[src/design/gpio_mux_pkg.sv]
// Package with register map, field layout, function codes and carrier types for the pin mux.
//
// Contract
// - Pin control precedence: pull enables, then global tristate, then function select.
// - pin_tristate_all bit 13 floats all audio and general pins; resets to 0.
// - Any set pull enable overrides every other function choice for that pin.
// - After reset pull-downs read 1 and pull-ups read 0 on the three pins.
// - Function select acts only with both pulls clear and tristate clear.
// - Codes 0000 input, 0001 divided clock, 0010 low, 0011 high.
// - Codes 0100 PLL lock, 0101 temperature OK, 0110 readback data, 0111 interrupt.
// - Codes 1000 mic detect, 1001 mic short detect; 1010 to 1111 reserved.
// - De-bounce enable 1 de-bounces input, needing timeout clock; 0 passes straight.
// - Each of five inputs has an interrupt enable, reset 0, unmasking its event.
// - Input-only pins act as digital inputs only while their enable is 1.
// - Polarity field inverts inputs: bits 7,6,4,3,2 for pins 8,7,5,4,3; resets 00h.
// - Input-only pins have only the input function, no outputs or pulls.
// - First control register: pin four in 15:8, pin three in 7:0.
// - Pin five fields in 7:0; input-only enables at bits 7,6,4 and 3,2,0.
// - Latched pin input state is readable at any time.
package gpio_mux_pkg;

  // ------------------------------------------------------------
  // Register indices; the byte address is four times the index.
  // ------------------------------------------------------------
  localparam logic [5:0] IDX_TRISTATE = 6'h09;
  localparam logic [5:0] IDX_PIN34 = 6'h14;
  localparam logic [5:0] IDX_PIN5 = 6'h15;
  localparam logic [5:0] IDX_AUX = 6'h16;
  localparam logic [5:0] IDX_POLARITY = 6'h17;
  localparam logic [5:0] IDX_IRQ_STATUS = 6'h18;
  localparam logic [5:0] IDX_IRQ_MASK = 6'h19;
  localparam logic [5:0] IDX_PIN_STATE = 6'h1A;

  // ------------------------------------------------------------
  // Reset values and writable bits.
  // ------------------------------------------------------------
  localparam logic [15:0] RST_TRISTATE = 16'h0000;
  localparam logic [15:0] RST_PIN34 = 16'h1010;
  localparam logic [15:0] RST_PIN5 = 16'h0010;
  localparam logic [15:0] RST_AUX = 16'h0000;
  localparam logic [15:0] RST_POLARITY = 16'h0000;
  localparam logic [15:0] WMASK_TRISTATE = 16'h2000;
  localparam logic [15:0] WMASK_PIN34 = 16'hFFFF;
  localparam logic [15:0] WMASK_PIN5 = 16'h00FF;
  localparam logic [15:0] WMASK_AUX = 16'h00DD;
  localparam logic [15:0] WMASK_POLARITY = 16'h00DC;

  // ------------------------------------------------------------
  // Field positions.
  // ------------------------------------------------------------
  localparam int TRISTATE_BIT = 13;
  localparam int PIN_FOUR_LSB = 8;
  localparam int PIN_THREE_LSB = 0;
  localparam int PIN_FIVE_LSB = 0;
  localparam int AUX_EIGHT_LSB = 4;
  localparam int AUX_SEVEN_LSB = 0;
  localparam int POL_PIN_THREE = 2;
  localparam int POL_PIN_FOUR = 3;
  localparam int POL_PIN_FIVE = 4;
  localparam int POL_PIN_SEVEN = 6;
  localparam int POL_PIN_EIGHT = 7;

  // ------------------------------------------------------------
  // Timing: timeout clock periods an input must hold still.
  // ------------------------------------------------------------
  localparam logic [2:0] DEB_TICKS = 3'h4;

  // ------------------------------------------------------------
  // Types.
  // ------------------------------------------------------------
  typedef enum logic [3:0] {
    FN_INPUT = 4'b0000,
    FN_CLOCK = 4'b0001,
    FN_LOW = 4'b0010,
    FN_HIGH = 4'b0011,
    FN_PLL_LOCK = 4'b0100,
    FN_TEMP_OK = 4'b0101,
    FN_READBACK = 4'b0110,
    FN_IRQ = 4'b0111,
    FN_MIC_DET = 4'b1000,
    FN_MIC_SHORT = 4'b1001
  } pin_function_t;

  typedef struct packed {
    logic input_debounce_en;
    logic input_irq_en;
    logic pin_pullup_en;
    logic pin_pulldown_en;
    logic [3:0] pin_function_select;
  } pin_cfg_t;

  typedef struct packed {
    logic input_debounce_en;
    logic input_irq_en;
    logic aux_input_enable;
  } aux_cfg_t;

  typedef struct packed {
    logic clock_div;
    logic pll_lock;
    logic temp_ok;
    logic readback;
    logic mic_detect;
    logic mic_short;
  } int_src_t;

endpackage : gpio_mux_pkg

[src/design/multi_function_gpio_mux.sv]
// Top module: APB registers, pin function mux, input polarity, de-bounce and interrupts.
`timescale 1ns/1ps
module multi_function_gpio_mux
  import gpio_mux_pkg::*;
(
  // Clock and reset
  input wire logic pclk,
  input wire logic presetn,
  // APB slave
  input wire logic psel,
  input wire logic penable,
  input wire logic pwrite,
  input wire logic [7:0] paddr,
  input wire logic [31:0] pwdata,
  output logic [31:0] prdata,
  output logic pready,
  output logic pslverr,
  // Internal signal sources
  input wire int_src_t int_src,
  input wire logic timeout_clock_en,
  input wire logic timeout_tick,
  // Bidirectional general pins, index 0..2 = three, four, five
  input wire logic [2:0] pin_in,
  output logic [2:0] pin_out,
  output logic [2:0] pin_oe,
  output logic [2:0] pin_pullup,
  output logic [2:0] pin_pulldown,
  // Input-only pins, index 0 = seven, 1 = eight
  input wire logic [1:0] aux_in,
  // Audio interface float and interrupt
  output logic aif_tristate,
  output logic irq
);

  // ------------------------------------------------------------
  // Helper functions.
  // ------------------------------------------------------------
  function automatic logic hit(input logic [7:0] addr, input logic [5:0] idx);
    hit = (addr[7:2] == idx) && (addr[1:0] == 2'b00);
  endfunction : hit

  function automatic logic [15:0] merge(input logic [15:0] old, input logic [31:0] wd,
                                        input logic [15:0] wmask);
    merge = (old & ~wmask) | (wd[15:0] & wmask);
  endfunction : merge

  // Returns {output enable, level} for a bidirectional pin.
  function automatic logic [1:0] drive(input pin_cfg_t cfg, input logic tris,
                                       input int_src_t s, input logic irq_lvl);
    logic [1:0] r;
    r = 2'b00;
    if (cfg.pin_pullup_en || cfg.pin_pulldown_en) begin
      r = 2'b00;
    end else if (tris) begin
      r = 2'b00;
    end else begin
      case (cfg.pin_function_select)
        FN_INPUT: r = 2'b00;
        FN_CLOCK: r = {1'b1, s.clock_div};
        FN_LOW: r = 2'b10;
        FN_HIGH: r = 2'b11;
        FN_PLL_LOCK: r = {1'b1, s.pll_lock};
        FN_TEMP_OK: r = {1'b1, s.temp_ok};
        FN_READBACK: r = {1'b1, s.readback};
        FN_IRQ: r = {1'b1, irq_lvl};
        FN_MIC_DET: r = {1'b1, s.mic_detect};
        FN_MIC_SHORT: r = {1'b1, s.mic_short};
        default: r = 2'b00;
      endcase
    end
    drive = r;
  endfunction : drive

  // ------------------------------------------------------------
  // Register state.
  // ------------------------------------------------------------
  logic [15:0] tristate_reg;
  logic [15:0] pin34_reg;
  logic [15:0] pin5_reg;
  logic [15:0] aux_reg;
  logic [15:0] polarity_reg;
  logic [4:0] irq_status_reg;
  logic [4:0] irq_mask_reg;
  logic [4:0] irq_status_next;
  logic [4:0] state_reg;
  logic [4:0] state_next;
  logic [4:0] event_hit;
  logic wr_en;
  logic rd_setup;
  pin_cfg_t cfg [3];
  aux_cfg_t acfg [2];
  logic [4:0] deb_en;
  logic [4:0] irq_en;
  logic [4:0] raw_lvl;

  assign wr_en = psel && penable && pready && pwrite;
  assign rd_setup = psel && !penable;

  assign cfg[0] = pin_cfg_t'(pin34_reg[PIN_THREE_LSB +: 8]);
  assign cfg[1] = pin_cfg_t'(pin34_reg[PIN_FOUR_LSB +: 8]);
  assign cfg[2] = pin_cfg_t'(pin5_reg[PIN_FIVE_LSB +: 8]);
  assign acfg[0] = aux_cfg_t'({aux_reg[AUX_SEVEN_LSB + 3], aux_reg[AUX_SEVEN_LSB + 2],
                               aux_reg[AUX_SEVEN_LSB]});
  assign acfg[1] = aux_cfg_t'({aux_reg[AUX_EIGHT_LSB + 3], aux_reg[AUX_EIGHT_LSB + 2],
                               aux_reg[AUX_EIGHT_LSB]});

  // ------------------------------------------------------------
  // APB handshake and read data.
  // ------------------------------------------------------------
  always_ff @(posedge pclk or negedge presetn) begin
    if (!presetn) begin
      pready <= 1'b0;
    end else begin
      pready <= psel && penable && !pready;
    end
  end

  always_ff @(posedge pclk or negedge presetn) begin
    if (!presetn) begin
      prdata <= 32'h0000_0000;
      pslverr <= 1'b0;
    end else if (rd_setup) begin
      pslverr <= 1'b0;
      prdata <= 32'h0000_0000;
      if (hit(paddr, IDX_TRISTATE)) begin
        prdata <= {16'h0000, tristate_reg};
      end else if (hit(paddr, IDX_PIN34)) begin
        prdata <= {16'h0000, pin34_reg};
      end else if (hit(paddr, IDX_PIN5)) begin
        prdata <= {16'h0000, pin5_reg};
      end else if (hit(paddr, IDX_AUX)) begin
        prdata <= {16'h0000, aux_reg};
      end else if (hit(paddr, IDX_POLARITY)) begin
        prdata <= {16'h0000, polarity_reg};
      end else if (hit(paddr, IDX_IRQ_STATUS)) begin
        prdata <= {27'h0000000, irq_status_reg};
      end else if (hit(paddr, IDX_IRQ_MASK)) begin
        prdata <= {27'h0000000, irq_mask_reg};
      end else if (hit(paddr, IDX_PIN_STATE)) begin
        prdata <= {27'h0000000, state_reg};
      end else begin
        pslverr <= 1'b1;
      end
    end
  end

  // ------------------------------------------------------------
  // Control registers.
  // ------------------------------------------------------------
  always_ff @(posedge pclk or negedge presetn) begin
    if (!presetn) begin
      tristate_reg <= RST_TRISTATE;
      pin34_reg <= RST_PIN34;
      pin5_reg <= RST_PIN5;
      aux_reg <= RST_AUX;
      polarity_reg <= RST_POLARITY;
      irq_mask_reg <= 5'h00;
    end else if (wr_en) begin
      if (hit(paddr, IDX_TRISTATE)) begin
        tristate_reg <= merge(tristate_reg, pwdata, WMASK_TRISTATE);
      end
      if (hit(paddr, IDX_PIN34)) begin
        pin34_reg <= merge(pin34_reg, pwdata, WMASK_PIN34);
      end
      if (hit(paddr, IDX_PIN5)) begin
        pin5_reg <= merge(pin5_reg, pwdata, WMASK_PIN5);
      end
      if (hit(paddr, IDX_AUX)) begin
        aux_reg <= merge(aux_reg, pwdata, WMASK_AUX);
      end
      if (hit(paddr, IDX_POLARITY)) begin
        polarity_reg <= merge(polarity_reg, pwdata, WMASK_POLARITY);
      end
      if (hit(paddr, IDX_IRQ_MASK)) begin
        irq_mask_reg <= pwdata[4:0];
      end
    end
  end

  // ------------------------------------------------------------
  // Input path: polarity, enable and de-bounce per pin.
  // ------------------------------------------------------------
  assign raw_lvl[0] = pin_in[0] ^ polarity_reg[POL_PIN_THREE];
  assign raw_lvl[1] = pin_in[1] ^ polarity_reg[POL_PIN_FOUR];
  assign raw_lvl[2] = pin_in[2] ^ polarity_reg[POL_PIN_FIVE];
  assign raw_lvl[3] = (aux_in[0] & acfg[0].aux_input_enable)
                      ^ polarity_reg[POL_PIN_SEVEN];
  assign raw_lvl[4] = (aux_in[1] & acfg[1].aux_input_enable) ^ polarity_reg[POL_PIN_EIGHT];
  assign deb_en = {acfg[1].input_debounce_en, acfg[0].input_debounce_en,
                   cfg[2].input_debounce_en, cfg[1].input_debounce_en,
                   cfg[0].input_debounce_en};
  assign irq_en = {acfg[1].input_irq_en, acfg[0].input_irq_en, cfg[2].input_irq_en,
                   cfg[1].input_irq_en, cfg[0].input_irq_en};

  for (genvar i = 0; i < 5; i++) begin : g_in
    logic [2:0] cnt_reg;
    logic [2:0] cnt_next;

    always_comb begin
      state_next[i] = state_reg[i];
      cnt_next = 3'h0;
      if (!deb_en[i]) begin
        state_next[i] = raw_lvl[i];
      end else if (raw_lvl[i] != state_reg[i]) begin
        cnt_next = cnt_reg;
        if (timeout_clock_en && timeout_tick) begin
          if (cnt_reg == DEB_TICKS - 3'h1) begin
            state_next[i] = raw_lvl[i];
          end else begin
            cnt_next = cnt_reg + 3'h1;
          end
        end
      end
    end

    always_ff @(posedge pclk or negedge presetn) begin
      if (!presetn) begin
        cnt_reg <= 3'h0;
        state_reg[i] <= 1'b0;
      end else begin
        cnt_reg <= cnt_next;
        state_reg[i] <= state_next[i];
      end
    end

    assign event_hit[i] = (state_next[i] != state_reg[i]) && irq_en[i];
  end

  // ------------------------------------------------------------
  // Interrupt status, mask and output.
  // ------------------------------------------------------------
  always_comb begin
    irq_status_next = irq_status_reg;
    if (wr_en && hit(paddr, IDX_IRQ_STATUS)) begin
      irq_status_next = irq_status_reg & ~pwdata[4:0];
    end
    irq_status_next = irq_status_next | event_hit;
  end

  always_ff @(posedge pclk or negedge presetn) begin
    if (!presetn) begin
      irq_status_reg <= 5'h00;
      irq <= 1'b0;
    end else begin
      irq_status_reg <= irq_status_next;
      irq <= |(irq_status_next & irq_mask_reg);
    end
  end

  // ------------------------------------------------------------
  // Pin drive.
  // ------------------------------------------------------------
  for (genvar p = 0; p < 3; p++) begin : g_out
    logic [1:0] drv;
    assign drv = drive(cfg[p], tristate_reg[TRISTATE_BIT], int_src, irq);

    always_ff @(posedge pclk or negedge presetn) begin
      if (!presetn) begin
        pin_oe[p] <= 1'b0;
        pin_out[p] <= 1'b0;
        pin_pullup[p] <= 1'b0;
        pin_pulldown[p] <= 1'b1;
      end else begin
        pin_oe[p] <= drv[1];
        pin_out[p] <= drv[0];
        pin_pullup[p] <= cfg[p].pin_pullup_en;
        pin_pulldown[p] <= cfg[p].pin_pulldown_en;
      end
    end
  end

  always_ff @(posedge pclk or negedge presetn) begin
    if (!presetn) begin
      aif_tristate <= 1'b0;
    end else begin
      aif_tristate <= tristate_reg[TRISTATE_BIT];
    end
  end

  // ------------------------------------------------------------
  // Assertions.
  // ------------------------------------------------------------
  property p_pull_wins;
    @(posedge pclk) disable iff (!presetn)
    (cfg[0].pin_pullup_en || cfg[0].pin_pulldown_en) |=> !pin_oe[0];
  endproperty
  a_pull_wins: assert property (p_pull_wins) else $error("pull did not float pin");

  property p_tris_floats;
    @(posedge pclk) disable iff (!presetn)
    tristate_reg[TRISTATE_BIT] |=> (pin_oe == 3'b000) && aif_tristate;
  endproperty
  a_tris_floats: assert property (p_tris_floats) else $error("tristate ignored");

  property p_sel_low;
    @(posedge pclk) disable iff (!presetn)
    (pin34_reg[11:8] == FN_LOW && !pin34_reg[13] && !pin34_reg[12] && !tristate_reg[13])
      |=> pin_oe[1] && !pin_out[1];
  endproperty
  a_sel_low: assert property (p_sel_low) else $error("logic low not driven");

  property p_sel_high;
    @(posedge pclk) disable iff (!presetn)
    (cfg[0] == pin_cfg_t'({4'h0, FN_HIGH}) && !tristate_reg[TRISTATE_BIT])
      |=> pin_oe[0] && pin_out[0];
  endproperty
  a_sel_high: assert property (p_sel_high) else $error("logic high not driven");

  property p_sel_lock;
    @(posedge pclk) disable iff (!presetn)
    (cfg[2] == pin_cfg_t'({4'h0, FN_PLL_LOCK}) && !tristate_reg[TRISTATE_BIT])
      |=> pin_oe[2] && (pin_out[2] == $past(int_src.pll_lock));
  endproperty
  a_sel_lock: assert property (p_sel_lock) else $error("lock not routed");

  property p_sel_mic;
    @(posedge pclk) disable iff (!presetn)
    (cfg[0] == pin_cfg_t'({4'h0, FN_MIC_DET}) && !tristate_reg[TRISTATE_BIT])
      |=> pin_oe[0] && (pin_out[0] == $past(int_src.mic_detect));
  endproperty
  a_sel_mic: assert property (p_sel_mic) else $error("mic detect not routed");

  property p_reserved;
    @(posedge pclk) disable iff (!presetn)
    (cfg[1].pin_function_select > 4'h9) |=> !pin_oe[1];
  endproperty
  a_reserved: assert property (p_reserved) else $error("reserved code drove pin");

  property p_no_debounce;
    @(posedge pclk) disable iff (!presetn)
    !deb_en[2] |=> state_reg[2] == ($past(pin_in[2]) ^ $past(polarity_reg[POL_PIN_FIVE]));
  endproperty
  a_no_debounce: assert property (p_no_debounce) else $error("bypass level wrong");

  property p_irq_level;
    @(posedge pclk) disable iff (!presetn)
    ##1 irq == |($past(irq_status_next) & $past(irq_mask_reg));
  endproperty
  a_irq_level: assert property (p_irq_level) else $error("irq level wrong");

endmodule : multi_function_gpio_mux

[config.mk]
export PLATFORM = sky130hd
export DESIGN_NAME = multi_function_gpio_mux
export DESIGN_NICKNAME = d
export VERILOG_FILES = /design/src/design/gpio_mux_pkg.sv /design/src/design/multi_function_gpio_mux.sv
export SDC_FILE = /design/constraint.sdc
export NUM_CORES = 1
export LEC_CHECK = 0
export BUFFER_PORTS_ARGS = -buffer_cell sky130_fd_sc_hd__buf_2
export CAP_MARGIN = 20
export CORE_UTILIZATION = 34
export DETAILED_ROUTE_END_ITERATION = 10
export PLACE_DENSITY = 0.59
export SKIP_LAST_GASP = 1
export SLEW_MARGIN = 20
export SYNTH_ARGS = -nofsm -noshare
export SYNTH_HDL_FRONTEND = slang
export SYNTH_SLANG_ARGS = --single-unit
[constraint.sdc]
create_clock -name pclk -period 2.4 [get_ports pclk]
set_clock_uncertainty 0.15 [all_clocks]
set_input_delay 0.48 -clock pclk [delete_from_list [all_inputs] [get_ports pclk]]
set_output_delay 0.48 -clock pclk [all_outputs]
set_load 0.1 [all_outputs]
==> results of run 1 <==
-- kinds of logic (layout without fill, tap and decap cells) --
group / Yosys count / in the layout / share of synthesized area
flip-flops: 98 / 98 / 0.5084
AO/OA/AOI/OAI: 87 / 87 / 0.1179
other: 1 / 16 / 0.0007751
buffers and inverters: 42 / 121 / 0.04680
XOR/XNOR: 15 / 15 / 0.03284
multiplexers: 57 / 57 / 0.1283
adder cells (fa/ha/maj): 10 / 10 / 0.02586
AND/OR/NAND/NOR: 126 / 126 / 0.1391
-- power by group --
group	switching [W]	internal (W)
clock	0.000608	0.00108
sequential	0.0000123	0.00167
combinational	0.000290	0.0000892
-- repair_timing --
action / in CTS / in global routing
endpoints found under the hold margin: 31 / 0
setup endpoints to repair: 0 / 0
hold buffers: 1 / 0
-- through the flow --
stage | worst slack (ns) | power, W
2_1_floorplan | 0.1722 | 0.001970
3_3_place_gp | 0.1051 | 0.002085
3_5_place_dp | 0.07780 | 0.002090
4_1_cts | 0.4414 | 0.003775
5_1_grt | 0.4128 | 0.003867
6_report | 0.4317 | 0.003742
-- layout make-up --
| cell class | count | area [sq um] |
|---|---|---|
| Clock buffer | 12 | 256.5 |
| Clock inverter | 4 | 97.59 |
| Fill cell | 1330 | 8026 |
| Inverter | 8 | 30.03 |
| Multi-Input combinational cell | 311 | 2208 |
| Sequential cell | 98 | 2461 |
| Tap cell | 180 | 225.2 |
| Timing Repair Buffer | 97 | 575.6 |
-- worst max-delay path, cell delays in order --
cell and delay (ns):
buf_2 0.14, or4b_1 0.51, buf_4 0.19, nor4_4 0.21
buf_4 0.19, mux2_2 0.33
-- routing by layer --
| metal | part of all wire | routed length (microns) |
|---|---|---|
| met1 | 0.45 | 5338 |
| met2 | 0.48 | 5673 |
| met4 | 0.020 | 236 |
| met5 | 0 | 0 |
| met3 | 0.052 | 622 |
-- path summary, 6_finish.rpt --
check | to | slack [ns] | start | cells past startpoint
max | irq_mask_reg[3] | 0.43 | paddr[1] | 6
min in group asynchronous | pin_out[1] | 0.49 | presetn | 2
min reg2reg | pin_pulldown[1] | 0.23 | pin34_reg[12] | 0
max reg2reg | irq | 0.56 | g_in[4].cnt_reg[0] | 7
min | pready | 0.21 | psel | 3
max in group asynchronous | pin5_reg[4] | 0.97 | presetn | 3
-- placed cells by master (no fill, tap or decap), types with 9 or more instances in the layout --
master	n
xnor2_1	11
mux2i_1	17
dfrtp_1	91
a21oi_1	19
nand2_1	41
nor2_1	35
clkbuf_16	9
buf_2	72
o22ai_1	9
ha_1	10
mux2_2	40
o21ai_0	25
buf_4	22
conb_1	16
==> flow_summary.toml, run 1 <==
[clock_tree]
clk_latency_ns = 0.35
clk_pin_slew_ns = 0.06
cts.path.max_buffers = 2
cts_buffers = 9
htreeDepth = 3
cts_resized = 0
cts_root_buf = "clkbuf_16"
clkSinkCount = 98
cts_tree = "yes"
cts_setup_buffers = 0

[synthesis]
ys_async_sr_fraction = 1.000
ys_ff_latch = 98
yosysTopAreaCell = "dfrtp_1"
ys_warn_count = 0
synth_common_cells = "dfrtp_1, nand2_1, mux2_2, nor2_1, o21ai_0"
synth_edf_count = 0
synth_ff_type = "dfrtp_1"
synth.area.top_cells = "dfrtp_1, mux2_2, mux2i_1"
ys_types = 47
syn_inst = 436
yosysSeqAreaShare = 0.5084
post-synth-top-count-cell = "dfrtp_1"
synth.avg_cell_area_sq_um = 11.10
synth_area_sq_um = 4838
synth_top_area_frac = 0.4758

[grt]
grt_pass1_vias = 3638
grt_max_degree = 39
groute.usage.overall = 0.1712
grt_util_met2 = 0.2813
antenna_found_initial = 0
grt_pass1_wl_microns = 19110
use_met1 = 0.2143
met3_usage = 0.04135
overflow = 0
grt-busiest-layer = "met2"

[critical_path]
cp.required_ns = 2.48
startpoint_type = "input pin"
arrival_ns = 2.05
cp-end-kind = "flop"
path_class = "in -> reg"
critPathMaxFanout = 7

[placement]
hpwl_microns = 9126
io_buffers = 73
dpl.cell_count = 693
placed_area_sq_um = 5490
gp_congestion = 0.8568

[die]
row_count = 43
start_util = 0.3486
fp.coreArea_sq_um = 13880
die_area_sq_um = 14710
die_width_microns = 121.3
die_height_microns = 121.3
ios = 106

[final_layout]
areaGrowthSynthToFinish_pct = 21.00
layout-drive-gt1-share = 0.3151
stdcell_count = 710
layout.nets = 593
fin_util = 0.4218
final_area_sq_um = 5854
antenna-diode-count = 0

[drt]
antenna_left = 0
drtIter0Drc = 237
via_count = 3641
viasPerCell = 5.128
routedWlPerCell_microns = 16.72
drtPass1Iterations = 4
drcViolationCount = 0
wl_microns = 11870

[sta]
slew_violations = 0
period_share = 0.8201
min_period_ns = 1.968
fmax_mhz = 508.0
rsz0062_at_grt = "no"
setup_violations = 0
hold_violations = 0
hold_slack_ns = 0.2146
tns_ns = 0

[flow_run]
max_cap_viol_count = 0

[run_status]
status = "completed"

[min_path]
hp-class = "in -> reg"

[pwr]
ir_worst_vdd_uv = 461.8
powerDensity_nw_per_um2 = 639.2
leakage_nw = 2.805
Note: power is estimated with default switching activity, not from simulation.
==> run 2: changes to the inputs <==
==> constraint.sdc (replaced) <==
create_clock -name pclk -period 1.85 [get_ports pclk]
set_clock_uncertainty 0.15 [all_clocks]
set_input_delay 0.37 -clock pclk [delete_from_list [all_inputs] [get_ports pclk]]
set_output_delay 0.37 -clock pclk [all_outputs]
set_load 0.1 [all_outputs]
==> flow_summary.toml, run 2 (same netlist as run 1, synthesis figures left out) <==
[pwr]
pwr-share-clk = 0.433
pwr-share-comb = 0.114
power_w = 0.004811
powerDensity_nw_per_um2 = 756.8
leakage_nw = 3.055
switchingPower_w = 0.001201
ir_worst_vdd_uv = 448.3
swShare = 0.2497
intPower_w = 0.003610
p_seq_frac = 0.453

[drt]
wl_microns = 12690
antenna_left = 0
drtIter0Drc = 265
via_count = 3759
viasPerCell = 5.039
drtPass1Iterations = 4
routedWlPerCell_microns = 17.01
drcViolationCount = 0

[clock_tree]
clk_pin_slew_ns = 0.07
cts_buffers = 9
clkSinkCount = 98
cts.path.max_buffers = 2
cts_root_buf = "clkbuf_16"
clk_latency_ns = 0.35
htreeDepth = 3
cts_tree = "yes"

[die]
row_count = 43
die_area_sq_um = 14710
start_util = 0.3486
fp.coreArea_sq_um = 13880
die_width_microns = 121.3
ios = 106
die_height_microns = 121.3

[placement]
placed_area_sq_um = 5872
gp_congestion = 0.8820
io_buffers = 73
hpwl_microns = 9590
place_ws_ns = -0.2836

[final_layout]
layout-drive-gt1-share = 0.3852
final_common_cell = "dfrtp_1"
areaGrowthSynthToFinish_pct = 31.39
antenna-diode-count = 0
final_cell_mix = "dfrtp_1, buf_2, buf_4, nand2_1, nor2_1"
final_area_sq_um = 6357
multiInputGateArea_sq_um = 2382
regArea_sq_um = 2464
layout.nets = 629
num-fill-cells = 1306

[sta]
rsz0062_at_grt = "yes"
slew_violations = 0
hold_slack_ns = 0.09452
setup_violations = 1
setup_ws_ns = -0.002271
hold_violations = 0
min_period_ns = 1.852
period_share = 1.001
fmax_mhz = 539.9

[grt]
groute.usage.overall = 0.1847
antenna_found_initial = 0
grt_pass1_wl_microns = 20410
grt_max_degree = 42
grt_pass1_vias = 3827
overflow = 0

[run_status]
violations = "negative setup slack"
status = "finished with violations"

[critical_path]
arrival_ns = 1.93
cp-end-kind = "flop"
path_class = "in -> reg"
startpoint_type = "input pin"
cp.required_ns = 1.93
critPathMaxFanout = 5

[min_path]
hp-class = "in -> reg"

[flow_run]
max_cap_viol_count = 0
==> run 2: cell types whose count changed in the layout (fill, tap and decap cells not counted), sizes merged <==
| cell | previous run | this run |
|---|---|---|
| buf | 96 | 132 |
| bufinv | 3 | 2 |
| clkinv | 0 | 1 |
==> run 2: worst max-delay path: stages <==
cell,delay (ns)
buf_8,0.10
or4b_4,0.55
buf_8,0.15
nor4_4,0.28
buf_6,0.17
mux2_4,0.31
==> run 2: final timing paths <==
path,start,end,slack (ns),cells past startpoint
worst max-delay path,paddr[1],irq_mask_reg[3],-0.002,6
worst min-delay path,pwdata[12],pin34_reg[12],0.09,2
worst max register to register,g_in[4].cnt_reg[0],irq,0.03,7
worst min register to register,pin34_reg[12],pin_pulldown[1],0.25,0
max in group asynchronous,presetn,pready,0.71,3
min in group asynchronous,presetn,pin34_reg[1],0.31,2
==> run 2: cell type report <==
cell class / instances / share of cell area
flip-flops and latches: 98 / 0.3875
multi-input cells: 311 / 0.3747
repair buffers: 133 / 0.1443
clock buffers: 12 / 0.04192
well taps: 180 / 0.03543
clock inverters: 4 / 0.01142
inverters: 8 / 0.004723
==> run 2: timing repair <==
action,CTS,global route
hold buffers,1,0
resized for setup,2,24
hold endpoints to repair,15,0
pin swaps,0,3
setup endpoints to repair,18,11
setup buffers,0,5
==> run 2: stage by stage <==
step / cells / util / TNS [ns]
after global placement: 724 / 0.4230 / -9.044
final: 746 / 0.4580 / -0.002271
after detailed placement: 724 / 0.4230 / -8.440
after global routing: 746 / 0.4580 / -0.04339
after floorplan: 451 / - / -2.435
after CTS: 741 / 0.4484 / 0
==> run 2: metal layers <==
| metal | vias up | GRT usage | part of all wire |
|---|---|---|---|
| met5 | - | 0 | 0 |
| met4 | 0 | 0.05170 | 0.0094 |
| met3 | 7 | 0.04746 | 0.049 |
| met2 | 107 | 0.3068 | 0.48 |
| met1 | 1848 | 0.2362 | 0.46 |
| li1 | 1797 | - | - |
==> run 2: power by group through the flow <==
stage	combinational (W)	clock (W)	sequential (W)
floorplan	0.000300	0	0.00226
global placement	0.000530	0	0.00222
detailed placement	0.000537	0	0.00222
CTS	0.000542	0.00212	0.00218
global route	0.000590	0.00221	0.00218
finish	0.000550	0.00208	0.00218
